**config.mk**
```make
export PLATFORM = sky130hd
export DESIGN_NAME = switch_fault_diag_control
export DESIGN_NICKNAME = d
export VERILOG_FILES = /design/src/logic/switch_ctrl_pkg.sv /design/src/logic/switch_fault_diag_control.sv
export SDC_FILE = /design/constraint.sdc
export NUM_CORES = 1
export LEC_CHECK = 0
export ABC_AREA = 1
export BUFFER_PORTS_ARGS = -buffer_cell sky130_fd_sc_hd__buf_4
export CAP_MARGIN = 10
export CORE_ASPECT_RATIO = 0.75
export CORE_MARGIN = 2
export CORE_UTILIZATION = 55
export DETAILED_ROUTE_END_ITERATION = 16
export HOLD_SLACK_MARGIN = 0.06
export PLACE_DENSITY_LB_ADDON = 0.1
export SKIP_LAST_GASP = 1
export SYNTH_ARGS = -nofsm -noshare
export SYNTH_HDL_FRONTEND = slang
export SYNTH_SLANG_ARGS = --single-unit
```
**constraint.sdc**
```tcl
create_clock -name pclk -period 8.1 [get_ports pclk]
set_input_delay 1.215 -clock pclk [delete_from_list [all_inputs] [get_ports pclk]]
set_output_delay 1.215 -clock pclk [all_outputs]
set_load 0.1 [all_outputs]
```
**src/logic/switch_ctrl_pkg.sv**
```systemverilog
package switch_ctrl_pkg;
	// register byte offsets (aligned words)
	localparam logic [11:0] ADDR_CTRL   = 12'h000;
	localparam logic [11:0] ADDR_STATUS = 12'h004;
	localparam logic [11:0] ADDR_IRQ_ST = 12'h008;
	localparam logic [11:0] ADDR_IRQ_MK = 12'h00C;
	localparam logic [11:0] ADDR_RETRY  = 12'h010;
	localparam logic [11:0] ADDR_STBY   = 12'h014;
	// control fields
	localparam int CTRL_VARIANT_C = 0;
	localparam logic [31:0] CTRL_RESET = 32'h0000_0000;
	// interrupt event bit positions
	localparam int EV_SHUTDOWN = 0;
	localparam int EV_RETRY    = 1;
	localparam int EV_OFFDIAG  = 2;
	localparam int EV_REVERSE  = 3;
	localparam int EV_STANDBY  = 4;
	localparam int EV_W        = 5;
	localparam logic [EV_W-1:0] MASK_RESET = 5'h00;
	// timing
	localparam int CLK_MHZ        = 250;
	localparam int RETRY_US       = 1;
	localparam int STBY_US        = 1;
	localparam logic [31:0] RETRY_CYC = 32'(RETRY_US * CLK_MHZ);
	localparam logic [31:0] STBY_CYC  = 32'(STBY_US * CLK_MHZ);
	// sense mux selection
	typedef enum logic [1:0] {
		SENSE_HIGHZ = 2'h0,
		SENSE_CURR  = 2'h1,
		SENSE_TEMP  = 2'h3,
		SENSE_FAULT = 2'h2
	} sense_mode_e;
	// device states, gray along standby->delay->diag->active->fault
	typedef enum logic [2:0] {
		ST_STANDBY  = 3'h0,
		ST_DELAY    = 3'h1,
		ST_DIAG     = 3'h3,
		ST_ACTIVE   = 3'h2,
		ST_FAULT    = 3'h6
	} dev_state_e;
endpackage

```
**src/logic/switch_fault_diag_control.sv**
```systemverilog
// Functional notes
// - during load dump the switch keeps its present on or off state unless reverse polarity forces it on
// - reverse polarity forces switch on regardless of enable if select grounded
// - latched shutdown holds switch off while retry-hold stays high, unless reverse polarity forces it on
// - retry-hold low: re-enable after fault clears and retry timer expires
// - active-regulation variant shuts off only on thermal trip
// - on retry hold fault level until output rises near supply
// - output never rising keeps fault indication without time bound
// - off with diagnostics on: flag fault when output above open-load level
// - off-state detection only while diagnostic enable high and enable low
// - fault shown only with sense select low, else temperature while diagnostic enable high
// - off-state indication tracks live comparator, no latching
// - off-state indication cleared on diag-enable fall and enable rise
// - no fault, diagnostic enable high: select low reports current, high reports temperature; diagnostic enable low gives high-Z
// - fault with fault reporting selected drives fixed fault level
// - release hold-off only when hold low, timer done, faults cleared
// - open-load and short-to-battery suppressed while switch on
// - both enables low enters delay; standby if still low at expiry
`timescale 1ns/100ps
module switch_fault_diag_control (
	// clock and reset
	input  wire logic        pclk,
	input  wire logic        presetn,
	// apb slave
	input  wire logic        psel,
	input  wire logic        penable,
	input  wire logic        pwrite,
	input  wire logic [11:0] paddr,
	input  wire logic [31:0] pwdata,
	output logic      [31:0] prdata,
	output logic             pready,
	output logic             pslverr,
	// host control pins
	input  wire logic        enable,
	input  wire logic        diagnostic_enable,
	input  wire logic        retry_hold,
	input  wire logic        sense_select,
	// comparator results
	input  wire logic        open_load_cmp,
	input  wire logic        output_risen,
	input  wire logic        thermal_trip,
	input  wire logic        current_limit_trip,
	input  wire logic        reverse_polarity,
	input  wire logic        load_dump,
	// power stage and sense mux
	output logic             switch_on,
	output logic      [1:0]  sense_mode,
	output logic             sense_fault,
	output logic             standby,
	output logic             irq
);
	switch_ctrl_pkg::dev_state_e state_r, state_nxt;
	logic [31:0]  ctrl_r, ctrl_nxt;
	logic [31:0]  retry_len_r, retry_len_nxt;
	logic [31:0]  stby_len_r, stby_len_nxt;
	logic [31:0]  cnt_r, cnt_nxt;
	logic [switch_ctrl_pkg::EV_W-1:0] ist_r, ist_nxt, imk_r, imk_nxt;
	logic         sw_r, sw_nxt;
	logic         retry_pend_r, retry_pend_nxt;
	logic         offd_r, offd_nxt;
	logic         en_d_r, dia_d_r;
	logic [1:0]   mode_r, mode_nxt;
	logic         fault_r, fault_nxt;
	logic [31:0]  rdata_r, rdata_nxt;
	logic [switch_ctrl_pkg::EV_W-1:0] ev;
	logic         offd_rise;
	logic         wr, rd, trip, off_diag_on, en_rise, dia_fall, fault_det;

	function automatic logic hit(input logic [11:0] a, input logic [11:0] o);
		return a == o;
	endfunction

	assign wr = psel && penable && pwrite;
	assign rd = psel && !pwrite;
	// variant C keeps regulating through current limit
	assign trip = thermal_trip ||
		(current_limit_trip && !ctrl_r[switch_ctrl_pkg::CTRL_VARIANT_C]);
	assign off_diag_on = diagnostic_enable && !enable && !sw_r;
	assign en_rise  = enable && !en_d_r;
	assign dia_fall = !diagnostic_enable && dia_d_r;

	always_comb begin
		state_nxt = state_r;
		sw_nxt = sw_r;
		cnt_nxt = cnt_r;
		retry_pend_nxt = retry_pend_r;
		ev = '0;
		unique case (state_r)
		switch_ctrl_pkg::ST_STANDBY: begin
			sw_nxt = 1'b0;
			if (enable) begin
				state_nxt = switch_ctrl_pkg::ST_ACTIVE;
				sw_nxt = 1'b1;
			end else if (diagnostic_enable) begin
				state_nxt = switch_ctrl_pkg::ST_DIAG;
			end
		end
		switch_ctrl_pkg::ST_DELAY: begin
			sw_nxt = 1'b0;
			if (enable) begin
				state_nxt = switch_ctrl_pkg::ST_ACTIVE;
				sw_nxt = 1'b1;
			end else if (diagnostic_enable) begin
				state_nxt = switch_ctrl_pkg::ST_DIAG;
			end else if (cnt_r + 32'h1 >= stby_len_r) begin
				state_nxt = switch_ctrl_pkg::ST_STANDBY;
				ev[switch_ctrl_pkg::EV_STANDBY] = 1'b1;
			end else begin
				cnt_nxt = cnt_r + 32'h1;
			end
		end
		switch_ctrl_pkg::ST_DIAG: begin
			sw_nxt = 1'b0;
			if (enable) begin
				state_nxt = switch_ctrl_pkg::ST_ACTIVE;
				sw_nxt = 1'b1;
			end else if (!diagnostic_enable) begin
				state_nxt = switch_ctrl_pkg::ST_DELAY;
				cnt_nxt = '0;
			end
		end
		switch_ctrl_pkg::ST_ACTIVE: begin
			if (trip) begin
				state_nxt = switch_ctrl_pkg::ST_FAULT;
				sw_nxt = 1'b0;
				cnt_nxt = '0;
				ev[switch_ctrl_pkg::EV_SHUTDOWN] = 1'b1;
			end else if (!enable) begin
				sw_nxt = 1'b0;
				retry_pend_nxt = 1'b0;
				state_nxt = diagnostic_enable ? switch_ctrl_pkg::ST_DIAG
					: switch_ctrl_pkg::ST_DELAY;
				cnt_nxt = '0;
			end else begin
				sw_nxt = 1'b1;
				// fault level held until output climbs, forever if shorted
				if (output_risen)
					retry_pend_nxt = 1'b0;
			end
		end
		switch_ctrl_pkg::ST_FAULT: begin
			sw_nxt = 1'b0;
			if (cnt_r < retry_len_r)
				cnt_nxt = cnt_r + 32'h1;
			if (!retry_hold && cnt_r >= retry_len_r && !thermal_trip &&
				!current_limit_trip) begin
				ev[switch_ctrl_pkg::EV_RETRY] = 1'b1;
				cnt_nxt = '0;
				if (enable) begin
					state_nxt = switch_ctrl_pkg::ST_ACTIVE;
					sw_nxt = 1'b1;
					retry_pend_nxt = 1'b1;
				end else begin
					state_nxt = diagnostic_enable ? switch_ctrl_pkg::ST_DIAG
						: switch_ctrl_pkg::ST_DELAY;
				end
			end
		end
		default: begin
			state_nxt = switch_ctrl_pkg::ST_STANDBY;
			sw_nxt = 1'b0;
		end
		endcase
		// transient on the supply leaves the switch where it was
		if (load_dump) begin
			state_nxt = state_r;
			sw_nxt = sw_r;
			cnt_nxt = cnt_r;
			retry_pend_nxt = retry_pend_r;
			ev = '0;
		end
		if (reverse_polarity && !sense_select) begin
			sw_nxt = 1'b1;
			ev[switch_ctrl_pkg::EV_REVERSE] = 1'b1;
		end
	end

	// off-state detection follows the comparator live
	always_comb begin
		offd_nxt = off_diag_on && open_load_cmp;
		if (en_rise || dia_fall)
			offd_nxt = 1'b0;
	end

	// kept apart from ev so that every event vector has one driver
	assign offd_rise = offd_nxt && !offd_r;

	assign fault_det = state_r == switch_ctrl_pkg::ST_FAULT || retry_pend_r ||
		(sw_r && current_limit_trip) || offd_r;

	always_comb begin
		fault_nxt = fault_det && !sense_select;
		if (!diagnostic_enable)
			mode_nxt = switch_ctrl_pkg::SENSE_HIGHZ;
		else if (sense_select)
			mode_nxt = switch_ctrl_pkg::SENSE_TEMP;
		else if (fault_det)
			mode_nxt = switch_ctrl_pkg::SENSE_FAULT;
		else
			mode_nxt = switch_ctrl_pkg::SENSE_CURR;
	end

	// register file; set wins over write-one-to-clear
	always_comb begin
		ctrl_nxt = ctrl_r;
		retry_len_nxt = retry_len_r;
		stby_len_nxt = stby_len_r;
		imk_nxt = imk_r;
		ist_nxt = ist_r;
		rdata_nxt = rdata_r;
		if (wr) begin
			if (hit(paddr, switch_ctrl_pkg::ADDR_CTRL))
				ctrl_nxt = {31'h0, pwdata[switch_ctrl_pkg::CTRL_VARIANT_C]};
			if (hit(paddr, switch_ctrl_pkg::ADDR_IRQ_ST))
				ist_nxt = ist_r & ~pwdata[switch_ctrl_pkg::EV_W-1:0];
			if (hit(paddr, switch_ctrl_pkg::ADDR_IRQ_MK))
				imk_nxt = pwdata[switch_ctrl_pkg::EV_W-1:0];
			if (hit(paddr, switch_ctrl_pkg::ADDR_RETRY))
				retry_len_nxt = pwdata;
			if (hit(paddr, switch_ctrl_pkg::ADDR_STBY))
				stby_len_nxt = pwdata;
		end
		ist_nxt = ist_nxt | ev;
		if (offd_rise)
			ist_nxt[switch_ctrl_pkg::EV_OFFDIAG] = 1'b1;
		if (rd && !penable) begin
			unique case (paddr)
			switch_ctrl_pkg::ADDR_CTRL:   rdata_nxt = ctrl_r;
			switch_ctrl_pkg::ADDR_STATUS: rdata_nxt = {24'h0, fault_r,
				offd_r, retry_pend_r, sw_r, 1'b0, 3'(state_r)};
			switch_ctrl_pkg::ADDR_IRQ_ST: rdata_nxt = {27'h0, ist_r};
			switch_ctrl_pkg::ADDR_IRQ_MK: rdata_nxt = {27'h0, imk_r};
			switch_ctrl_pkg::ADDR_RETRY:  rdata_nxt = retry_len_r;
			switch_ctrl_pkg::ADDR_STBY:   rdata_nxt = stby_len_r;
			default:                      rdata_nxt = 32'h0000_0000;
			endcase
		end
	end

	always_ff @(posedge pclk or negedge presetn) begin
		if (!presetn) begin
			state_r <= switch_ctrl_pkg::ST_STANDBY;
			sw_r <= 1'b0;
			cnt_r <= '0;
			retry_pend_r <= 1'b0;
		end else begin
			state_r <= state_nxt;
			sw_r <= sw_nxt;
			cnt_r <= cnt_nxt;
			retry_pend_r <= retry_pend_nxt;
		end
	end

	// edge history resets to idle pin level: no false edge after reset
	always_ff @(posedge pclk or negedge presetn) begin
		if (!presetn) begin
			offd_r <= 1'b0;
			en_d_r <= 1'b0;
			dia_d_r <= 1'b0;
		end else begin
			offd_r <= offd_nxt;
			en_d_r <= enable;
			dia_d_r <= diagnostic_enable;
		end
	end

	always_ff @(posedge pclk or negedge presetn) begin
		if (!presetn) begin
			mode_r <= switch_ctrl_pkg::SENSE_HIGHZ;
			fault_r <= 1'b0;
		end else begin
			mode_r <= mode_nxt;
			fault_r <= fault_nxt;
		end
	end

	always_ff @(posedge pclk or negedge presetn) begin
		if (!presetn) begin
			ctrl_r <= switch_ctrl_pkg::CTRL_RESET;
			retry_len_r <= switch_ctrl_pkg::RETRY_CYC;
			stby_len_r <= switch_ctrl_pkg::STBY_CYC;
			ist_r <= '0;
			imk_r <= switch_ctrl_pkg::MASK_RESET;
			rdata_r <= '0;
		end else begin
			ctrl_r <= ctrl_nxt;
			retry_len_r <= retry_len_nxt;
			stby_len_r <= stby_len_nxt;
			ist_r <= ist_nxt;
			imk_r <= imk_nxt;
			rdata_r <= rdata_nxt;
		end
	end

	assign prdata = rdata_r;
	assign pready = 1'b1;
	assign pslverr = 1'b0;
	assign switch_on = sw_r;
	assign sense_mode = mode_r;
	assign sense_fault = fault_r;
	assign standby = state_r == switch_ctrl_pkg::ST_STANDBY;
	assign irq = |(ist_r & imk_r);
endmodule

```
# Word-level counts from Yosys, hierarchy flattened
# Index checks and enable logic that the tools add are counted.
# op_classes
n_addsub	1
n_lt_le_gt_ge	3
eq_ne	24
n_mux	53
n_bitwise	5
n_reduce_logical	47
# ops
operator	n
32-bit two-way mux	9
32-bit one-hot mux with 6 select lines	1
32-bit one-hot mux with 4 select lines	1
32-bit >= comparator	2
32-bit by 1-bit adder with 32-bit output, second input constant	1
32-bit < comparator	1
3-bit two-way mux	10
12-bit by 4-bit equality test with 1-bit output, second input constant	2
12-bit by 5-bit equality test with 1-bit output, second input constant	2
1-bit two-way mux	21
1-bit logical AND	17
2-bit != test, second input constant	8
5-bit two-way mux	3
3-bit != test, second input constant	5
3-bit one-hot mux with 5 select lines	1
12-bit by 3-bit equality test with 1-bit output, second input constant	1
1-bit zero test	12
12-bit zero test	1
6-bit AND reduction	2
5-bit AND	2
2-bit two-way mux	5
9-bit AND reduction	1
2-bit AND reduction	4
3-bit by 2-bit equality test with 1-bit output, second input constant	2
other kinds (15)	19
# word_totals
regBits	150
input_bits	59
output_inout_bits	40
word_cells	148

# Longest topological paths before layout
# Gate-level depths: netlist (run 1).
# depth
depth_word	10
mapped_depth	26
mapped_depth_nobuf	24

# Worst setup path after synthesis (run 1)
# OpenSTA, ideal clock, no wires.
# synth_path
path_type	register -> output
start	reg state_r[1]
end	out standby
arrival_time_ns	1.887
required_ns	6.885
setup_slack_ns	4.998
path_stages_with_launch	4
path_buffers	0
path_cell_list	dfrtp_1 -> nor2_1 -> inv_1 -> nor2_1
# synth_between
elab_chain_len	1
# synth_rtl
element	line	source
start: declaration	switch_fault_diag_control.sv:52	switch_ctrl_pkg::dev_state_e state_r, state_nxt;
start signal: assignment	switch_fault_diag_control.sv:242	state_r <= switch_ctrl_pkg::ST_STANDBY;
start signal: assignment	switch_fault_diag_control.sv:247	state_r <= state_nxt;
3-bit zero test	switch_fault_diag_control.sv:301	assign standby = state_r == switch_ctrl_pkg::ST_STANDBY;
end: declaration	switch_fault_diag_control.sv:49	output logic standby,
# No other way between the ends.

# Worst setup path after layout (run 1)
# layout_path
start	reg cnt_r[0]
end	reg cnt_r[15]
# layout_between
elab_chain_len	6
word_cells_on_any_way	16
cone_classes	add/sub (1); order compare (3); eq/ne (2); mux (6); reduce/logical (4)
# layout_rtl
element	line	source
start: declaration	switch_fault_diag_control.sv:56	logic [31:0] cnt_r, cnt_nxt;
start signal: assignment	switch_fault_diag_control.sv:249	cnt_r <= cnt_nxt;
branches (longest 6 deep; another with 32-bit by 1-bit adder with 32-bit output)	-	
# Several ways; the timed one is not identified. The select of a mux whose other input is x is not followed.
# A chain may end at the register's enable or synchronous reset.

==> metrics, run 1 <==
combined area of all synthesized cells=9470 um^2; Detailed Route WL=25200 um; Overall Power=2.15 mW; Hold Worst Slack=477 ps; static leakage=5.63 nW; floorplan die height=118 um; initial cell density of the core=56.3%; number of antenna violations at the first check in global routing=0; number of flip-flops and latches in the synthesized netlist=148; Hold Vio Cnt, Final=0; synthesized netlist cell count=1313; routed vias=8755; maximum VDD drop=0.000273 V; number of nets in the finished design=1518; outcome=complete, no violations; count of inserted antenna diode cells=0; required arrival time at the worst endpoint=8470 ps; headroom to the max-slew limit=16.0%; gr ovfl total=0; flip-flop cell with the highest count after synthesis=sky130_fd_sc_hd__dfrtp_1; core outline area=16800 um^2; gp weighted congestion=0.958; maximum number of pins on one net before global-route repair=90; maximum clock frequency=270 MHz; final worst-path cycle share=45.6%; sequential fraction of the synthesis area=39.3%; clk_skew=10.4 ps; data arrival at the endpoint of the critical path=4070 ps; DR iter-0 viols=794; setup-violating endpoint count in the final report=0; final critical delay including setup and external delays=3700 ps; fraction of final layout cells with drive strength greater than 1=13.2%; list of cells traversed by the critical path=ha_1, inv_1, nor3_4, nand2_2, nor2_4, nand2_2, nor2_4, nand3_1, nand2_1, nand2_1, ha_1, nand2_1, nor3_1, nand3_1, nor2_1, nand2_1, nand3_1, nand2_1, nand3_1, buf_4, nand2_1, nand2_1; later-pin clock latency in the skew report=440 ps; WL per Instance=15.5 um; CTS resizes=0; post-CTS setup buffer count=0; number of buffers on the longest clock path=2; Buffers & Inverters on Critical Path=2; total of hold buffers inserted after clock tree synthesis=0; global-route wire length before repair=42300 um; average footprint of a synthesized cell=7.21 um^2; via density per instance=5.40; I/O pin count=99; Critical Setup Path Class=reg -> reg; transition time of the tightest slew-check pin=1260 ps; share of flip-flops with an asynchronous set or reset=100%; DRC violation count after routing=0; RSZ-0062 raised after global routing=no; GR Util All Layers=28.8%; total nets after synthesis=1437; TritonCTS clock tree=built; final core occ=65.0%; fin cells=1622; slowest stage delay, CP=410 ps; type of element capturing the critical path=flip-flop; count of port buffers added during placement=96; CTS Buf Count=17; die area=18300 um^2; most numerous cell on the critical path=sky130_fd_sc_hd__nand2_1; count of placed standard cells including taps=1590; clock-pin slew on the worst setup and hold paths=60 ps; standard-cell rows=41; Detailed Routing Iterations Pass 1=5; floorplan die width=156 um; total number of H-tree levels=4; biggest fanout along the worst timing path=32; number of synthesized flops with an enable pin=0; CTS sink count=148; cell class contributing the biggest share of worst-path delay=simple AND/OR/NAND/NOR gates; category of the worst setup path launch point=flip-flop; number of global-route vias before repair=8590; cell at the root of the clock tree=sky130_fd_sc_hd__clkbuf_16; sum of negative setup slack=0 ps; detailed placement HPWL=17900 um; area growth from synthesis to layout=15.5%; cell type of the slowest stage on the worst timing path=sky130_fd_sc_hd__dfrtp_1; total count of max-transition violations in the final report=0; distinct cell type count after synthesis=47; count of synthesis-stage warnings from yosys=0; max-cap violations=0; ANT nets after route=0; power density over the cells=197 nW/um^2; worst min-delay path class=reg -> reg
==> routing by layer <==
layer	share of wire, %	vias up	global-route usage, %
met5	0	-	0
met4	1.1	0	7.40
met3	8.4	32	7.07
met2	42	309	42.0
met1	49	4048	42.9
li1	-	4366	-
==> kinds of logic (layout without fill, tap and decap cells) <==
group | Yosys count | count (layout) | share of synthesized area [%]
other cells | 2 | 2 | 0.0793
compound gates | 202 | 202 | 11.8
buf+inv | 242 | 336 | 10.1
flops | 148 | 148 | 39.3
fa+ha+maj | 65 | 65 | 8.59
xor+xnor | 16 | 16 | 1.56
simple gates | 638 | 638 | 28.6
==> worst paths after layout <==
| check | from | to | slack, ps | cells after the start |
|---|---|---|---|---|
| max | cnt_r[0] | cnt_r[15] | 4400 | 22 |
| min | prdata[13] | prdata[13] | 480 | 2 |
| max reg2reg | cnt_r[0] | cnt_r[15] | 4400 | 22 |
| min reg2reg | prdata[13] | prdata[13] | 480 | 2 |
| max in group asynchronous | presetn | cnt_r[14] | 5970 | 2 |
| min in group asynchronous | presetn | sense_mode[0] | 820 | 1 |
==> cells in the mapped netlist (15+ instances only) <==
library cell / instances / area [um^2]
sky130_fd_sc_hd__o22ai_1: 32 / 200
sky130_fd_sc_hd__clkbuf_1: 24 / 90.1
sky130_fd_sc_hd__nor3_1: 15 / 75.1
sky130_fd_sc_hd__nand4_1: 17 / 106
sky130_fd_sc_hd__a21oi_1: 34 / 170
sky130_fd_sc_hd__ha_1: 65 / 813
sky130_fd_sc_hd__nand2_1: 452 / 1700
sky130_fd_sc_hd__dfrtp_1: 136 / 3400
sky130_fd_sc_hd__inv_1: 186 / 698
sky130_fd_sc_hd__nand3_1: 62 / 310
sky130_fd_sc_hd__o21ai_0: 112 / 561
sky130_fd_sc_hd__nor2_1: 64 / 240
==> sequential cells by signal, summed over array words and instances (netlist names) <==
register,flops
cnt_r,32
ctrl_r,1
imk_r,5
ist_r,5
offd_r,1
prdata,32
retry_len_r,32
retry_pend_r,1
sense_fault,1
sense_mode,2
state_r,3
stby_len_r,32
switch_on,1
==> area by class of cell <==
cell class                      count  area, um^2
Fill cell                        1518        5890
Multi-Input combinational cell    923        4810
Sequential cell                   148        3720
Timing Repair Buffer              103         777
Inverter                          201         754
Clock buffer                       21         460
Tap cell                          215         269
Clock inverter                     11         150
==> per-stage QoR <==
stage	instance area (um^2)	setup slack, ps
finish	10900	4400
global route	10900	3940
CTS	10900	4430
detailed placement	10300	4460
global placement	10300	4480
floorplan	9470	5000
==> where the power goes <==
group	leakage (nW)	internal [mW]	switching [mW]
logic	3.35	0.134	0.386
clock network	0.294	0.503	0.331
registers	1.99	0.767	0.0305
==> placed cells by master (no fill, tap or decap), types with 2 or more instances in the layout <==
master and count:
sky130_fd_sc_hd__a21o_1 2, sky130_fd_sc_hd__a21oi_1 34, sky130_fd_sc_hd__a311oi_1 2, sky130_fd_sc_hd__a41oi_1 2
sky130_fd_sc_hd__buf_4 102, sky130_fd_sc_hd__bufinv_16 3, sky130_fd_sc_hd__clkbuf_1 2, sky130_fd_sc_hd__clkbuf_16 17
sky130_fd_sc_hd__clkbuf_8 2, sky130_fd_sc_hd__clkinv_1 2, sky130_fd_sc_hd__clkinv_2 2, sky130_fd_sc_hd__clkinv_4 2
sky130_fd_sc_hd__clkinvlp_4 2, sky130_fd_sc_hd__conb_1 2, sky130_fd_sc_hd__dfrtp_1 136, sky130_fd_sc_hd__dfstp_2 12
sky130_fd_sc_hd__ha_1 65, sky130_fd_sc_hd__inv_1 186, sky130_fd_sc_hd__inv_2 13, sky130_fd_sc_hd__inv_6 2
sky130_fd_sc_hd__nand2_1 451, sky130_fd_sc_hd__nand2_2 4, sky130_fd_sc_hd__nand3_1 61, sky130_fd_sc_hd__nand3_2 4
sky130_fd_sc_hd__nand4_1 17, sky130_fd_sc_hd__nor2_1 64, sky130_fd_sc_hd__nor2_2 5, sky130_fd_sc_hd__nor2_4 3
sky130_fd_sc_hd__nor3_1 14, sky130_fd_sc_hd__nor3_2 3, sky130_fd_sc_hd__nor4_1 5, sky130_fd_sc_hd__nor4_4 3
sky130_fd_sc_hd__o211ai_1 3, sky130_fd_sc_hd__o21a_1 2, sky130_fd_sc_hd__o21ai_0 112, sky130_fd_sc_hd__o21bai_1 4
sky130_fd_sc_hd__o22ai_1 32, sky130_fd_sc_hd__o31ai_1 3, sky130_fd_sc_hd__xnor2_1 3, sky130_fd_sc_hd__xor2_1 12
==> worst min-delay path: stages (launching register included) <==
cell                      delay (ps)
sky130_fd_sc_hd__dfrtp_1         340
sky130_fd_sc_hd__nand2_1          50
sky130_fd_sc_hd__nand2_1          50
Power figures use the tool's default switching activity.
==> run 2: changes to the inputs <==
Settings changed: CORE_UTILIZATION 55 to 54.
Clock period 8.1 ns to 3.1 ns, I/O delays scaled along.
==> run 2 against run 1 <==
The run now ends with setup timing left. Total power increased to 2.9 times the previous value. First-iteration DRC count is 17% higher. Fmax is 8.9% higher. Critical path type unchanged. Highest routed layer is now met5. Critical path depth increased by 2. Combinational power increased to 3.6 times the previous value. Die area is 1.8% higher. Via count rose by 7.5%. Clock skew fell by 1.8 ps. Core utilization increased by 7.0 points. Worst setup slack worse by 4700 ps. Largest power group unchanged.
==> metrics, run 2 (same netlist as run 1, synthesis figures left out) <==
outcome=finished with violations; violated checks=setup timing; most common library cell in the layout ignoring fill and taps=sky130_fd_sc_hd__nand2_1; maximum VDD drop=0.000763 V; gr ovfl total=0; clk_skew=8.51 ps; WL per Instance=16.1 um; portion of total power attributed to sequential cells=33.7%; later-pin clock latency in the skew report=440 ps; via density per instance=5.39; worst hold path depth=2; Critical Setup Path Class=reg -> reg; Overall Power=6.16 mW; number of nets in the finished design=1622; type of element capturing the critical path=flip-flop; number of buffers on the longest clock path=2; fin cells=1747; worst-case register-to-register setup slack=-290 ps; data arrival at the endpoint of the critical path=3720 ps; floorplan die width=157 um; RSZ-0062 raised after global routing=yes; final worst-path cycle share=109%; die area=18600 um^2; clock-pin slew on the worst setup and hold paths=60 ps; commonest non-fill, non-tap cells in the layout=sky130_fd_sc_hd__nand2_1 (432), sky130_fd_sc_hd__buf_4 (192), sky130_fd_sc_hd__inv_1 (183); power dissipated by switching net loads=2.17 mW; Hold Worst Slack=206 ps; number of global-route vias before repair=9072; Hold Vio Cnt, Final=0; core outline area=17000 um^2; power density over the cells=504 nW/um^2; CTS Buf Count=17; maximum clock frequency=295 MHz; Reg-to-Reg End=cnt_r[26]; total count of max-transition violations in the final report=0; global-route wire length before repair=45000 um; maximum number of pins on one net before global-route repair=65; multi-input logic area=5130 um^2; static leakage=6.35 nW; Top Metal Used=met5; final critical delay including setup and external delays=3390 ps; floorplan die height=119 um; TritonCTS clock tree=built; area growth from synthesis to layout=29.1%; DRC violation count after routing=0; detailed placement HPWL=18900 um; DR iter-0 viols=930; headroom to the max-slew limit=50.5%; CTS sink count=148; number of antenna violations at the first check in global routing=1; FILL cells=1337; setup-violating endpoint count in the final report=36; category of the worst setup path launch point=flip-flop; routed length on met1=12700 um; Reg2Reg Launch Point=cnt_r[15]; sequential cell area=3720 um^2; worst path setup slack after routing=-294 ps; DR WL met3=2710 um; required arrival time at the worst endpoint=3420 ps; gp weighted congestion=0.943; fraction of final layout cells with drive strength greater than 1=23.2%; combinational share of power=30.6%; total number of H-tree levels=4; cell at the root of the clock tree=sky130_fd_sc_hd__clkbuf_16; Detailed Route WL=28200 um; switching share of total power=35.3%; I/O pin count=99; Detailed Routing Iterations Pass 1=6; hold path startpoint=sense_select; initial cell density of the core=55.8%; count of port buffers added during placement=96; max-cap violations=0; count of inserted antenna diode cells=0; Min-Delay Endpoint=sense_fault; biggest fanout along the worst timing path=4; ANT nets after route=0; met2 routed WL=12200 um; clock group share of total power=35.7%; count of placed standard cells including taps=1678; standard-cell rows=41; count of cells along the worst register-to-register path=24; internal power contribution=3.99 mW; GR Util All Layers=30.8%; transition time of the tightest slew-check pin=724 ps; final core occ=72.0%; worst min-delay path class=in -> reg; routed vias=9414
-- run 2: cell count changes in the layout (fill, tap and decap cells not counted), sizes merged --
cell | previous run | this run
clkbuf | 21 | 22
inv | 201 | 203
dlygate4sd3 | 0 | 1
clkinvlp | 2 | 1
clkinv | 6 | 7
buf | 103 | 203
-- run 2: cell type report --
cell class              instances  area share, %
repair buffers                207           13.9
multi-input cells             923           42.0
inverters                     201           6.17
well taps                     236           2.42
clock inverters                13           1.40
flip-flops and latches        148           30.4
clock buffers                  19           3.70
-- run 2: through the flow --
step	setup WS (ps)	TNS, ps	area, um^2
finish	-294	-7860	12200
global route	-443	-14750	12200
CTS	-189	-5990	11900
detailed placement	-405	-13850	10900
global placement	-336	-11770	10900
floorplan	128	0	9470
-- run 2: metal layers --
layer / up-vias / global-route usage (%)
met3: 52 / 7.77
met4: 2 / 8.72
met5: - / 0
met2: 442 / 45.8
met1: 4348 / 44.3
li1: 4570 / -
-- run 2: critical path, cell delays in order (launching register included) --
cell	delay (ps)
sky130_fd_sc_hd__dfrtp_1	400
sky130_fd_sc_hd__inv_1	110
sky130_fd_sc_hd__nor3_2	240
sky130_fd_sc_hd__nand2_1	130
sky130_fd_sc_hd__nor2_4	180
sky130_fd_sc_hd__nand2_4	70
sky130_fd_sc_hd__nor2_4	150
sky130_fd_sc_hd__xor2_2	200
sky130_fd_sc_hd__inv_2	80
sky130_fd_sc_hd__buf_4	130
sky130_fd_sc_hd__buf_4	120
sky130_fd_sc_hd__buf_4	120
sky130_fd_sc_hd__buf_4	120
sky130_fd_sc_hd__buf_4	120
sky130_fd_sc_hd__buf_4	120
sky130_fd_sc_hd__buf_4	130
sky130_fd_sc_hd__buf_4	120
sky130_fd_sc_hd__buf_4	120
sky130_fd_sc_hd__buf_4	120
sky130_fd_sc_hd__buf_4	120
sky130_fd_sc_hd__buf_4	120
sky130_fd_sc_hd__nand3_1	50
sky130_fd_sc_hd__o21ai_0	90
sky130_fd_sc_hd__nand2_1	70
sky130_fd_sc_hd__nand2_1	40
-- run 2: power groups by stage --
stage / Clock [mW] / Combinational, mW / Sequential, mW
floorplan: 0 / 0.875 / 2.19
global placement: 0 / 1.43 / 2.11
detailed placement: 0 / 1.45 / 2.11
CTS: 2.21 / 1.67 / 2.07
global route: 2.30 / 2.00 / 2.08
finish: 2.20 / 1.88 / 2.07
-- run 2: worst max-delay path by stage --
stage                     depth (start not counted)   endpoint  startpoint
after floorplan                                  24  cnt_r[17]    cnt_r[0]
after global placement                           22   cnt_r[9]    cnt_r[6]
after detailed placement                         22   cnt_r[0]    cnt_r[6]
after CTS                                        22  cnt_r[26]    cnt_r[6]
after global routing                             24  cnt_r[26]   cnt_r[15]
final                                            24  cnt_r[26]   cnt_r[15]
-- run 2: what timing repair did --
| item | CTS | global route |
|---|---|---|
| pin swaps | 9 | 17 |
| endpoints found under the hold margin | 48 | 0 |
| cloned | 2 | 3 |
| buffers inserted | 23 | 9 |
| gates resized for setup | 30 | 57 |
| setup endpoints to repair | 36 | 36 |
| hold buffers | 1 | 0 |
